===== config.mk =====
export PLATFORM = sky130hd
export DESIGN_NAME = epm_top
export DESIGN_NICKNAME = d
export VERILOG_FILES = /design/src/hw/epm_pkg.sv /design/src/hw/epm_tracker.sv /design/src/hw/epm_top.sv
export SDC_FILE = /design/constraint.sdc
export NUM_CORES = 1
export LEC_CHECK = 0
export BUFFER_PORTS_ARGS = -buffer_cell sky130_fd_sc_hd__buf_4
export CAP_MARGIN = 20
export CELL_PAD_IN_SITES_DETAIL_PLACEMENT = 1
export CELL_PAD_IN_SITES_GLOBAL_PLACEMENT = 2
export CORE_ASPECT_RATIO = 1.5
export CORE_UTILIZATION = 42
export DETAILED_ROUTE_END_ITERATION = 10
export PLACE_DENSITY_LB_ADDON = 0.2
export RECOVER_POWER = 50
export SETUP_SLACK_MARGIN = 0.5
export SYNTH_ARGS = -nofsm -noshare
export SYNTH_HDL_FRONTEND = slang
export SYNTH_SLANG_ARGS = --single-unit

===== constraint.sdc =====
create_clock -name core_clk -period 7.1 [get_ports core_clk]
set_input_delay 0.355 -clock core_clk [delete_from_list [all_inputs] [get_ports core_clk]]
set_output_delay 0.355 -clock core_clk [all_outputs]
set_load 0.02 [all_outputs]

===== src/hw/epm_pkg.sv =====
// Constants, register map and mode type of the encoder power-mode block.
// Assumes a 100 MHz core clock; all cycle counts derive from it.
package epm_pkg;
  localparam int CLK_HZ = 100000000;
  localparam int CLK_NS = 10;
  // Serial frame and command codes
  localparam int         FRAME_BITS = 21;
  localparam int         CMD_BITS   = 5;
  localparam logic [4:0] CMD_READ   = 5'h00;
  localparam logic [4:0] CMD_PWR    = 5'h11;
  localparam logic [4:0] CMD_RST    = 5'h15;
  // Converter tracking step and analog path delay
  localparam int TRACK_NS      = 1150;
  localparam int TRACK_CYC     = (TRACK_NS + CLK_NS - 1) / CLK_NS;
  localparam int ANALOG_NS     = 15600;
  localparam int ANALOG_STAGES = ANALOG_NS / TRACK_NS;
  // Cold start and wake-up times
  localparam int COLD_ACT_NS  = 1000000;
  localparam int COLD_AGC_NS  = 3800000;
  localparam int WAKE_LP_NS   = 150000;
  localparam int WAKE_ULP_NS  = 500000;
  localparam int COLD_ACT_CYC = (COLD_ACT_NS + CLK_NS - 1) / CLK_NS;
  localparam int COLD_AGC_CYC = (COLD_AGC_NS + CLK_NS - 1) / CLK_NS;
  localparam int WAKE_LP_CYC  = (WAKE_LP_NS + CLK_NS - 1) / CLK_NS;
  localparam int WAKE_ULP_CYC = (WAKE_ULP_NS + CLK_NS - 1) / CLK_NS;
  // Pulse-width output
  localparam int PWM_HZ       = 1950;
  localparam int PWM_CYC      = CLK_HZ / PWM_HZ;
  localparam int PWM_STEP_NS  = 2000;
  localparam int PWM_STEP_CYC = PWM_STEP_NS / CLK_NS;
  // Register byte offsets
  localparam logic [7:0] A_CTRL  = 8'h00;
  localparam logic [7:0] A_STAT  = 8'h04;
  localparam logic [7:0] A_ANGLE = 8'h08;
  localparam logic [7:0] A_ISTAT = 8'h0c;
  localparam logic [7:0] A_IMASK = 8'h10;
  // Control fields
  localparam int         C_PS    = 0;
  localparam int         C_DS    = 1;
  localparam int         C_DBOFF = 2;
  localparam int         C_RST   = 3;
  localparam logic [3:0] CTRL_RV = 4'h0;
  // Interrupt status bits
  localparam int         IRQ_W      = 4;
  localparam int         I_LOCK     = 0;
  localparam int         I_WAKE     = 1;
  localparam int         I_CMD      = 2;
  localparam int         I_SETTLE   = 3;
  localparam logic [3:0] IMASK_RV   = 4'h0;
  typedef enum logic [1:0] {EPM_NORMAL, EPM_LOW, EPM_ULTRA} epm_mode_t;
endpackage


===== src/hw/epm_tracker.sv =====
// Tracking angle converter with analog delay line and output dead band.
// Assumes tick is a one-cycle strobe once per tracking step.
`timescale 1ns/100ps
`default_nettype none
module epm_tracker #(
  parameter int STAGES = epm_pkg::ANALOG_STAGES
) (
  input  wire logic       core_clk,
  input  wire logic       reset_n,
  input  wire logic       tick,
  input  wire logic       run,
  input  wire logic       clr,
  input  wire logic       hys_en,
  input  wire logic [7:0] sense,
  output logic      [7:0] angle,
  output logic            lock
);
  logic [7:0] line_reg [STAGES];
  logic [7:0] pos_reg;
  logic [7:0] out_reg;
  logic       dir_reg;
  logic       lock_reg;
  wire        step = run & tick;
  wire  [7:0] diff = line_reg[STAGES-1] - pos_reg;
  wire  [7:0] odiff = pos_reg - out_reg;
  wire  [7:0] omag = odiff[7] ? 8'h00 - odiff : odiff;
  wire        odir = ~odiff[7];
  wire        take = (odiff != 8'h00) & (~hys_en | (omag > 8'h01) | (odir == dir_reg));

  // Analog path delay, frozen while not running
  always_ff @(posedge core_clk) begin
    if (!reset_n) begin
      for (int i = 0; i < STAGES; i++) line_reg[i] <= 8'h00;
    end else if (step) begin
      line_reg[0] <= sense;
      for (int i = 1; i < STAGES; i++) line_reg[i] <= line_reg[i-1];
    end
  end

  // One step per tick toward the delayed angle, shortest way round
  always_ff @(posedge core_clk) begin
    if (!reset_n) begin
      pos_reg  <= 8'h00;
      lock_reg <= 1'b0;
    end else if (step) begin
      lock_reg <= (diff == 8'h00);
      if (diff != 8'h00) pos_reg <= diff[7] ? pos_reg - 8'h01 : pos_reg + 8'h01;
    end
  end

  // Output with optional one-step dead band on direction reversal
  always_ff @(posedge core_clk) begin
    if (!reset_n || clr) begin
      out_reg <= pos_reg;
      dir_reg <= 1'b0;
    end else if (take) begin
      out_reg <= pos_reg;
      dir_reg <= odir;
    end
  end

  assign angle = out_reg;
  assign lock  = lock_reg;
endmodule
`default_nettype wire


===== src/hw/epm_top.sv =====
// Power-mode control, serial command port, readout and PWM of the encoder.
// Assumes APB master on core_clk; link pins and sensor codes are asynchronous.
//
// How it works
// - Serial command 0x11 is decoded and its mode bits applied.
// - Power-save 0 is normal; 1 selects low or deep sleep by select bit.
// - Dead-band-off 0 gives one step output hysteresis; 1 gives none.
// - Reduced power freezes angle, gain and converter; resume from there.
// - Cold start takes 1.0 ms to activity and 3.8 ms to gain settle.
// - PWM period 1.95 kHz, each angle step adds 2 us pulse width.
// - Serial clock up to 6 MHz; a frame is 21 bits.
// - Output angle lags the field by analog delay plus one step.
// - Valid flag is low while the converter is unlocked.
// - On resume the converter steps one per 1.15 us until matched.
//
// Chosen here: the placing of the registers and the APB interface to the registers.
`timescale 1ns/100ps
`default_nettype none
module epm_top #(
  parameter int COLD_ACT_CYC = epm_pkg::COLD_ACT_CYC,
  parameter int COLD_AGC_CYC = epm_pkg::COLD_AGC_CYC,
  parameter int WAKE_LP_CYC  = epm_pkg::WAKE_LP_CYC,
  parameter int WAKE_ULP_CYC = epm_pkg::WAKE_ULP_CYC,
  parameter int PWM_CYC      = epm_pkg::PWM_CYC
) (
  input  wire logic        core_clk,
  input  wire logic        reset_n,
  input  wire logic        psel,
  input  wire logic        penable,
  input  wire logic        pwrite,
  input  wire logic [7:0]  paddr,
  input  wire logic [31:0] pwdata,
  output logic      [31:0] prdata,
  output logic             pready,
  output logic             pslverr,
  input  wire logic        link_clk,
  input  wire logic        link_cs,
  input  wire logic        link_din,
  output logic             link_dout,
  output logic             link_doe,
  input  wire logic [7:0]  sense_angle,
  input  wire logic [5:0]  sense_gain,
  output logic             pwm_out,
  output logic             angle_valid,
  output logic             irq
);
  // Synchronisers
  logic [2:0]  lclk_sync_reg;
  logic [2:0]  lcs_sync_reg;
  logic [1:0]  ldin_sync_reg;
  logic [7:0]  ang_s1_reg;
  logic [7:0]  ang_s2_reg;
  logic [5:0]  gain_s1_reg;
  logic [5:0]  gain_s2_reg;
  logic [7:0]  ang_s3_reg;
  logic [7:0]  ang_use_reg;
  logic [5:0]  gain_s3_reg;
  logic [5:0]  gain_use_reg;
  // Serial port
  logic [20:0] shift_reg;
  logic [4:0]  bits_reg;
  logic [15:0] out_sr_reg;
  logic        dout_reg;
  logic        doe_reg;
  // Control and state
  logic [3:0]  ctrl_reg;
  logic [3:0]  ctrl_next;
  epm_pkg::epm_mode_t mode_reg;
  logic [15:0] wake_reg;
  logic [18:0] cold_reg;
  logic [6:0]  tick_reg;
  logic [5:0]  gain_reg;
  logic [15:0] pwm_cnt_reg;
  logic        pwm_reg;
  logic        valid_reg;
  logic        awake_reg;
  logic        settled_reg;
  // Bus and interrupts
  logic [31:0] prdata_reg;
  logic        pready_reg;
  logic        pslverr_reg;
  logic [3:0]  istat_reg;
  logic [3:0]  imask_reg;
  logic        irq_reg;
  logic [7:0]  trk_angle;
  logic        trk_lock;

  // Two flip-flops ahead of every asynchronous input
  always_ff @(posedge core_clk) begin
    if (!reset_n) begin
      lclk_sync_reg <= 3'h0;
      lcs_sync_reg  <= 3'h0;
      ldin_sync_reg <= 2'h0;
      ang_s1_reg    <= 8'h00;
      ang_s2_reg    <= 8'h00;
      gain_s1_reg   <= 6'h00;
      gain_s2_reg   <= 6'h00;
    end else begin
      lclk_sync_reg <= {lclk_sync_reg[1:0], link_clk};
      lcs_sync_reg  <= {lcs_sync_reg[1:0], link_cs};
      ldin_sync_reg <= {ldin_sync_reg[0], link_din};
      ang_s1_reg    <= sense_angle;
      ang_s2_reg    <= ang_s1_reg;
      gain_s1_reg   <= sense_gain;
      gain_s2_reg   <= gain_s1_reg;
    end
  end

  // Multi-bit sensor codes taken only once two synced samples agree
  always_ff @(posedge core_clk) begin
    if (!reset_n) begin
      ang_s3_reg   <= 8'h00;
      ang_use_reg  <= 8'h00;
      gain_s3_reg  <= 6'h00;
      gain_use_reg <= 6'h00;
    end else begin
      ang_s3_reg  <= ang_s2_reg;
      gain_s3_reg <= gain_s2_reg;
      if (ang_s2_reg == ang_s3_reg) ang_use_reg <= ang_s2_reg;
      if (gain_s2_reg == gain_s3_reg) gain_use_reg <= gain_s2_reg;
    end
  end

  // Link edges, taken only from the second and third stages
  wire lclk_rise  = lclk_sync_reg[1] & ~lclk_sync_reg[2];
  wire lclk_fall  = ~lclk_sync_reg[1] & lclk_sync_reg[2];
  wire cs_on      = lcs_sync_reg[1];
  wire cs_end     = ~lcs_sync_reg[1] & lcs_sync_reg[2];
  wire frame_done = cs_end & (bits_reg == 5'(epm_pkg::FRAME_BITS));
  wire [4:0]  f_cmd  = shift_reg[20:16];
  wire [15:0] f_data = shift_reg[15:0];
  wire pwr_cmd = frame_done & (f_cmd == epm_pkg::CMD_PWR);
  wire rst_cmd = frame_done & (f_cmd == epm_pkg::CMD_RST);
  wire rd_start = (bits_reg == 5'(epm_pkg::CMD_BITS))
                & (shift_reg[4:0] == epm_pkg::CMD_READ) & ~doe_reg;
  wire [15:0] rd_word = {trk_angle, gain_reg, valid_reg, settled_reg};

  // Frame receiver, independent of power mode
  always_ff @(posedge core_clk) begin
    if (!reset_n || !cs_on) begin
      bits_reg <= 5'h00;
    end else if (lclk_rise && bits_reg != 5'(epm_pkg::FRAME_BITS)) begin
      bits_reg <= bits_reg + 5'h01;
    end
  end

  always_ff @(posedge core_clk) begin
    if (!reset_n) begin
      shift_reg <= 21'h000000;
    end else if (cs_on && lclk_rise) begin
      shift_reg <= {shift_reg[19:0], ldin_sync_reg[1]};
    end
  end

  // Readout shifter, changes data on the falling link edge
  always_ff @(posedge core_clk) begin
    if (!reset_n || !cs_on) begin
      out_sr_reg <= 16'h0000;
      dout_reg   <= 1'b0;
      doe_reg    <= 1'b0;
    end else if (lclk_fall && rd_start) begin
      out_sr_reg <= {rd_word[14:0], 1'b0};
      dout_reg   <= rd_word[15];
      doe_reg    <= 1'b1;
    end else if (lclk_fall && doe_reg) begin
      out_sr_reg <= {out_sr_reg[14:0], 1'b0};
      dout_reg   <= out_sr_reg[15];
    end
  end

  // APB decode
  wire setup   = psel & ~penable;
  wire access  = psel & penable & pready_reg;
  wire hit     = (paddr == epm_pkg::A_CTRL) | (paddr == epm_pkg::A_STAT)
               | (paddr == epm_pkg::A_ANGLE) | (paddr == epm_pkg::A_ISTAT)
               | (paddr == epm_pkg::A_IMASK);
  wire wr_ok   = access & pwrite & hit;
  wire wr_ctrl = wr_ok & (paddr == epm_pkg::A_CTRL);
  wire wr_mask = wr_ok & (paddr == epm_pkg::A_IMASK);
  wire rd_stat = access & ~pwrite & (paddr == epm_pkg::A_ISTAT);

  // Control bits from software or serial commands; serial lands last
  always_comb begin
    ctrl_next = ctrl_reg;
    if (wr_ctrl) ctrl_next = pwdata[3:0];
    if (pwr_cmd) begin
      ctrl_next[epm_pkg::C_PS] = f_data[0];
      ctrl_next[epm_pkg::C_DS] = f_data[1];
    end
    if (rst_cmd) begin
      ctrl_next[epm_pkg::C_RST]   = f_data[0];
      ctrl_next[epm_pkg::C_DBOFF] = f_data[1];
    end
  end

  always_ff @(posedge core_clk) begin
    if (!reset_n) ctrl_reg <= epm_pkg::CTRL_RV;
    else          ctrl_reg <= ctrl_next;
  end

  // Mode selection and wake-up delay
  wire ps = ctrl_reg[epm_pkg::C_PS];
  wire ds = ctrl_reg[epm_pkg::C_DS];
  wire wake_edge = (mode_reg != epm_pkg::EPM_NORMAL) & ~ps;
  wire cold_act  = cold_reg >= 19'(COLD_ACT_CYC);
  wire awake     = ~ps & ~wake_edge & cold_act & (wake_reg == 16'h0000);

  always_ff @(posedge core_clk) begin
    if (!reset_n) begin
      mode_reg <= epm_pkg::EPM_NORMAL;
      wake_reg <= 16'h0000;
    end else begin
      if (!ps) mode_reg <= epm_pkg::EPM_NORMAL;
      else if (ds) mode_reg <= epm_pkg::EPM_ULTRA;
      else mode_reg <= epm_pkg::EPM_LOW;
      if (wake_edge)
        wake_reg <= (mode_reg == epm_pkg::EPM_ULTRA) ? 16'(WAKE_ULP_CYC - 1)
                                                     : 16'(WAKE_LP_CYC - 1);
      else if (wake_reg != 16'h0000)
        wake_reg <= wake_reg - 16'h0001;
    end
  end

  // Cold start timer from reset release
  always_ff @(posedge core_clk) begin
    if (!reset_n) begin
      cold_reg <= 19'h00000;
    end else if (cold_reg != 19'(COLD_AGC_CYC)) begin
      cold_reg <= cold_reg + 19'h00001;
    end
  end

  // Tracking step strobe
  wire tick = (tick_reg == 7'(epm_pkg::TRACK_CYC - 1));

  always_ff @(posedge core_clk) begin
    if (!reset_n || tick) tick_reg <= 7'h00;
    else                  tick_reg <= tick_reg + 7'h01;
  end

  // Gain regulation, held while asleep
  always_ff @(posedge core_clk) begin
    if (!reset_n) begin
      gain_reg <= 6'h00;
    end else if (awake && tick && gain_reg != gain_use_reg) begin
      gain_reg <= (gain_reg < gain_use_reg) ? gain_reg + 6'h01 : gain_reg - 6'h01;
    end
  end

  epm_tracker #(
    .STAGES (epm_pkg::ANALOG_STAGES)
  ) u_tracker (
    .core_clk (core_clk),
    .reset_n  (reset_n),
    .tick     (tick),
    .run      (awake),
    .clr      (ctrl_reg[epm_pkg::C_RST]),
    .hys_en   (~ctrl_reg[epm_pkg::C_DBOFF]),
    .sense    (ang_use_reg),
    .angle    (trk_angle),
    .lock     (trk_lock)
  );

  // Status flags
  always_ff @(posedge core_clk) begin
    if (!reset_n) begin
      valid_reg   <= 1'b0;
      awake_reg   <= 1'b0;
      settled_reg <= 1'b0;
    end else begin
      valid_reg   <= trk_lock & awake;
      awake_reg   <= awake;
      settled_reg <= cold_reg == 19'(COLD_AGC_CYC);
    end
  end

  // PWM: pulse of (angle + 1) steps in each period
  wire [15:0] pwm_len = 16'(({8'h00, trk_angle} + 16'h0001) * 16'(epm_pkg::PWM_STEP_CYC));

  always_ff @(posedge core_clk) begin
    if (!reset_n) begin
      pwm_cnt_reg <= 16'h0000;
      pwm_reg     <= 1'b0;
    end else begin
      pwm_cnt_reg <= (pwm_cnt_reg == 16'(PWM_CYC - 1)) ? 16'h0000 : pwm_cnt_reg + 16'h0001;
      pwm_reg     <= pwm_cnt_reg < pwm_len;
    end
  end

  // Sticky events; a new event wins over the read clear
  wire [3:0] ev;
  assign ev[epm_pkg::I_LOCK]   = trk_lock & awake & ~valid_reg;
  assign ev[epm_pkg::I_WAKE]   = awake & ~awake_reg;
  assign ev[epm_pkg::I_CMD]    = frame_done;
  assign ev[epm_pkg::I_SETTLE] = (cold_reg == 19'(COLD_AGC_CYC)) & ~settled_reg;
  wire [3:0] iclr = rd_stat ? prdata_reg[3:0] : 4'h0;

  always_ff @(posedge core_clk) begin
    if (!reset_n) begin
      istat_reg <= 4'h0;
      imask_reg <= epm_pkg::IMASK_RV;
      irq_reg   <= 1'b0;
    end else begin
      istat_reg <= (istat_reg & ~iclr) | ev;
      if (wr_mask) imask_reg <= pwdata[3:0];
      irq_reg   <= |(istat_reg & imask_reg);
    end
  end

  // Read mux, sampled in the setup phase
  logic [31:0] rd_mux;
  always_comb begin
    rd_mux = 32'h00000000;
    unique case (paddr)
      epm_pkg::A_CTRL:  rd_mux = {28'h0000000, ctrl_reg};
      epm_pkg::A_STAT:  rd_mux = {26'h0000000, mode_reg, settled_reg, cold_act,
                                  awake_reg, valid_reg};
      epm_pkg::A_ANGLE: rd_mux = {18'h00000, gain_reg, trk_angle};
      epm_pkg::A_ISTAT: rd_mux = {28'h0000000, istat_reg};
      epm_pkg::A_IMASK: rd_mux = {28'h0000000, imask_reg};
      default:          rd_mux = 32'h00000000;
    endcase
  end

  // Zero-wait slave: data and error are ready at the access phase
  always_ff @(posedge core_clk) begin
    if (!reset_n) begin
      prdata_reg  <= 32'h00000000;
      pready_reg  <= 1'b0;
      pslverr_reg <= 1'b0;
    end else begin
      pready_reg <= 1'b1;
      if (setup) begin
        prdata_reg  <= pwrite ? 32'h00000000 : rd_mux;
        pslverr_reg <= ~hit;
      end
    end
  end

  assign prdata      = prdata_reg;
  assign pready      = pready_reg;
  assign pslverr     = pslverr_reg;
  assign link_dout   = dout_reg;
  assign link_doe    = doe_reg;
  assign pwm_out     = pwm_reg;
  assign angle_valid = valid_reg;
  assign irq         = irq_reg;
endmodule
`default_nettype wire


==> results.md <==
- Synthesized area per cell: between 9 and 10 µm²
- WP depth: 6
- Post-CTS setup repair buffer count: 0
- CP required: roughly 7.6 ns
- Status: finished, violations left
- Period utilization: 0.737
- Critical R2R Launch: u_tracker.angle[0]
- Max-slew violations: between 60 and 70
- First-pass GRT wire length: about 58 mm
- CP startpoint: reset_n
- Pre-Repair DR Iteration Count: 4
- IO Port Bufs: 54
- DR vias/cell: approximately 5.3
- Standard-cell rows: 85
- Initial Util: 0.425
- Mapped Area: between 0.015 and 0.02 mm²
- Total CTS buffers: 34
- Synth cell types: 79
- Critical Path, Cell by Cell: clkbuf_1 -> clkinvlp_2 -> buf_4 -> nor4_1 -> and2_0 -> a32o_1
- Leak pwr: roughly 6.8 nW
- Fillers: 4040
- Largest net degree at the start of global routing: 110
- CP startpoint kind: primary input
- CP endpoint kind: register
- Total die area: about 0.037 mm²
- GRT overflow: 0
- Resized cells post-CTS: 0
- Clk_lat worst skew: 0.53 ns
- Layout area overhead: 11.4%
- Vias: 11000
- Non-filler cells, final: a little over 2000
- Critical R2R Capture: pwm_out
- Clock Tree Buf Depth: 3
- Setup_tns: 0 ns
- Kind of critical path: primary input to register
- FMAX: 0.191 GHz
- R2R depth: 19
- Post-place setup slack: 2.53 ns
- Top Family by Delay on Critical Path: buffers and inverters
- Worst R2R Setup Slack: between 2 and 3 ns
- CTS Sinks: between 300 and 400
- Max VDD drop: 219 µV
- Pwr per Cell Area: between 300 and 400 mW/mm²
- Chip Height: 235 µm
- Register area share after synthesis: 0.505
- Dpl cells: 2009
- CTS root buf: clkbuf_16
- WP data arrival: ~5.7 ns
- Chip width: 157 µm
- Core area: around 0.036 mm²
- Top FF cell, synth: dfxtp_1
- Critical Path Max Stage Delay: about 1.9 ns
- Antenna viol nets, final: 0
- Hold WC Path Type: primary input to register
- Drt total wl: ~35 mm
- Max cap viols: 1
- CP bufs+invs: 3
- Max FFs per register: between 100 and 150
- # IOs: 101
- Slew margin rel.: -0.752
- GR Util All Layers: 0.199
- Initial antenna violation count: 0
- Mapped Cells: approximately 1500
- Layout cells sized above 1: 0.0673
- CTS tree: yes
- Worst-path clk slew: 0.07 ns
- Final clock skew: ~0.019 ns
- Hpwl dp: between 20 and 25 mm
- CTS HTree Levels: 2
- Crit Path Max Fanout: 80
- First DRT Iteration DRCs: roughly 500
- Final hold viol count: 0
- Fraction of registers with async set/reset: 0
- Drt wl/cell: 17.0 µm
- DRC violations left: 0
- Layout Nets: ~1700
- Min cycle time layout: roughly 5.2 ns
- CTS Hold Bufs: 0
- Failing checks: max-capacitance violations, max-slew violations
- EDFF count, synth: approximately 110
- Final setup margin: 1.87 ns
- Critical path endpoint: istat_reg[0]
- Vias in the first global route: between 10000 and 15000
- N_diodes: 0
- Post-synthesis register bit count: between 300 and 400
- GP Congestion: 0.852
- Slew @ Worst Pin: about 2.6 ns
- Final setup fails: 0
- Crit-path slowest cell: clkinvlp_2
- Unrepaired setup endpoints after global routing: no
- Synthesis Warnings: 0
[synthesized netlist by cell type, types with 3 or more instances]
library cell | number | share of area
nor4_1 | 18 | 0.0074
nand4_1 | 15 | 0.0062
clkbuf_1 | 59 | 0.015
edfxtp_1 | 112 | 0.22
dfxtp_1 | 216 | 0.28
nor2_1 | 159 | 0.039
nor4b_1 | 8 | 0.0046
nand2_1 | 120 | 0.030
and2_1 | 78 | 0.032
mux2i_1 | 31 | 0.020
xor2_1 | 55 | 0.032
or3_1 | 11 | 0.0045
fa_1 | 8 | 0.011
o21ai_0 | 34 | 0.011
a22oi_1 | 11 | 0.0054
o2111a_1 | 4 | 0.0030
xnor2_1 | 37 | 0.021
nand4b_1 | 3 | 0.0017
a211oi_1 | 16 | 0.0079
nand3_1 | 40 | 0.013
o21a_1 | 7 | 0.0035
ha_1 | 81 | 0.067
nor3b_1 | 3 | 0.0015
and3b_1 | 3 | 0.0017
or2_2 | 3 | 0.0012
nor3_1 | 22 | 0.0072
or4_1 | 3 | 0.0015
and3_1 | 90 | 0.037
nor2b_1 | 11 | 0.0045
buf_4 | 18 | 0.0089
inv_1 | 72 | 0.018
buf_2 | 3 | 0.00099
a311oi_1 | 8 | 0.0046
a21oi_1 | 104 | 0.034
nand2b_1 | 10 | 0.0041
nand3b_1 | 3 | 0.0015
a21o_1 | 7 | 0.0035
o211ai_1 | 4 | 0.0020
[power breakdown]
part	internal, mW	switching (mW)
logic	0.492	0.688
clock network	1.01	0.744
registers	2.06	0.109
total	3.56	1.54
[final cells by class]
class	instances	area, µm²	share of cell area
clock inverters	12	100	0.00590
multi-input cells	1069	6940	0.409
repair buffers	61	372	0.0219
well taps	478	598	0.0353
clock buffers	48	987	0.0582
inverters	73	275	0.0162
flip-flops and latches	328	7690	0.453
[metrics by stage]
stage	hold WS [ns]	utilization	power, mW	instance area [µm²]
2_1_floorplan	0.383	-	3.11	15300
3_3_place_gp	0.416	0.445	3.36	16000
3_5_place_dp	0.423	0.446	3.40	16000
4_1_cts	0.00445	0.476	5.20	17100
5_1_grt	0.0198	0.473	5.44	17000
6_report	0.0351	0.473	5.10	17000
[metal layers]
metal  up-vias  GRT usage  wire length [µm]
met5         -          0                 0
met4         0     0.0774              1220
met3        64     0.0278               857
met2       111      0.384             19100
met1      5396      0.211             14000
li1       5387          -                 -
[cell families after synthesis]
family | Yosys count | synth area share
AND/OR/NAND/NOR | 616 | 0.210
flip-flops | 328 | 0.505
AO/OA/AOI/OAI | 221 | 0.0898
buffers and inverters | 156 | 0.0436
XOR/XNOR | 92 | 0.0529
adder cells (fa/ha/maj) | 90 | 0.0777
multiplexers | 32 | 0.0211
other | 1 | 0.000246
[layout by cell type (no fill, tap or decap), types with 10 or more instances in the layout]
master	Yosys	layout
a21oi_1	104	104
ha_1	81	81
nand4_1	15	15
and2_0	0	34
inv_1	72	71
or3_1	11	11
o21ai_0	34	35
nor4_1	18	19
nand3_1	40	40
clkbuf_16	0	37
xnor2_1	37	37
edfxtp_1	112	112
xor2_1	55	55
nor2_1	159	159
mux2i_1	31	31
nand2b_1	10	10
conb_1	1	18
nor2b_1	11	10
dfxtp_1	216	216
a211oi_1	16	16
and3_1	90	90
buf_4	18	38
nand2_1	120	120
clkbuf_1	59	32
and2_1	78	44
a22oi_1	11	11
nor3_1	22	22
[worst min path at each step]
stage / startpoint / end / slack (ns) / depth (start not counted)
after floorplan: reset_n / pready / 0.38 / 0
after detailed placement: ang_s1_reg[0] / ang_s2_reg[0] / 0.42 / 1
after global routing: link_cs / lcs_sync_reg[0] / 0.02 / 2
after global placement: gain_s1_reg[4] / gain_s2_reg[4] / 0.42 / 1
final: link_cs / lcs_sync_reg[0] / 0.04 / 2
after CTS: link_cs / lcs_sync_reg[0] / 0.004 / 2
Power figures use the tool's default switching activity.
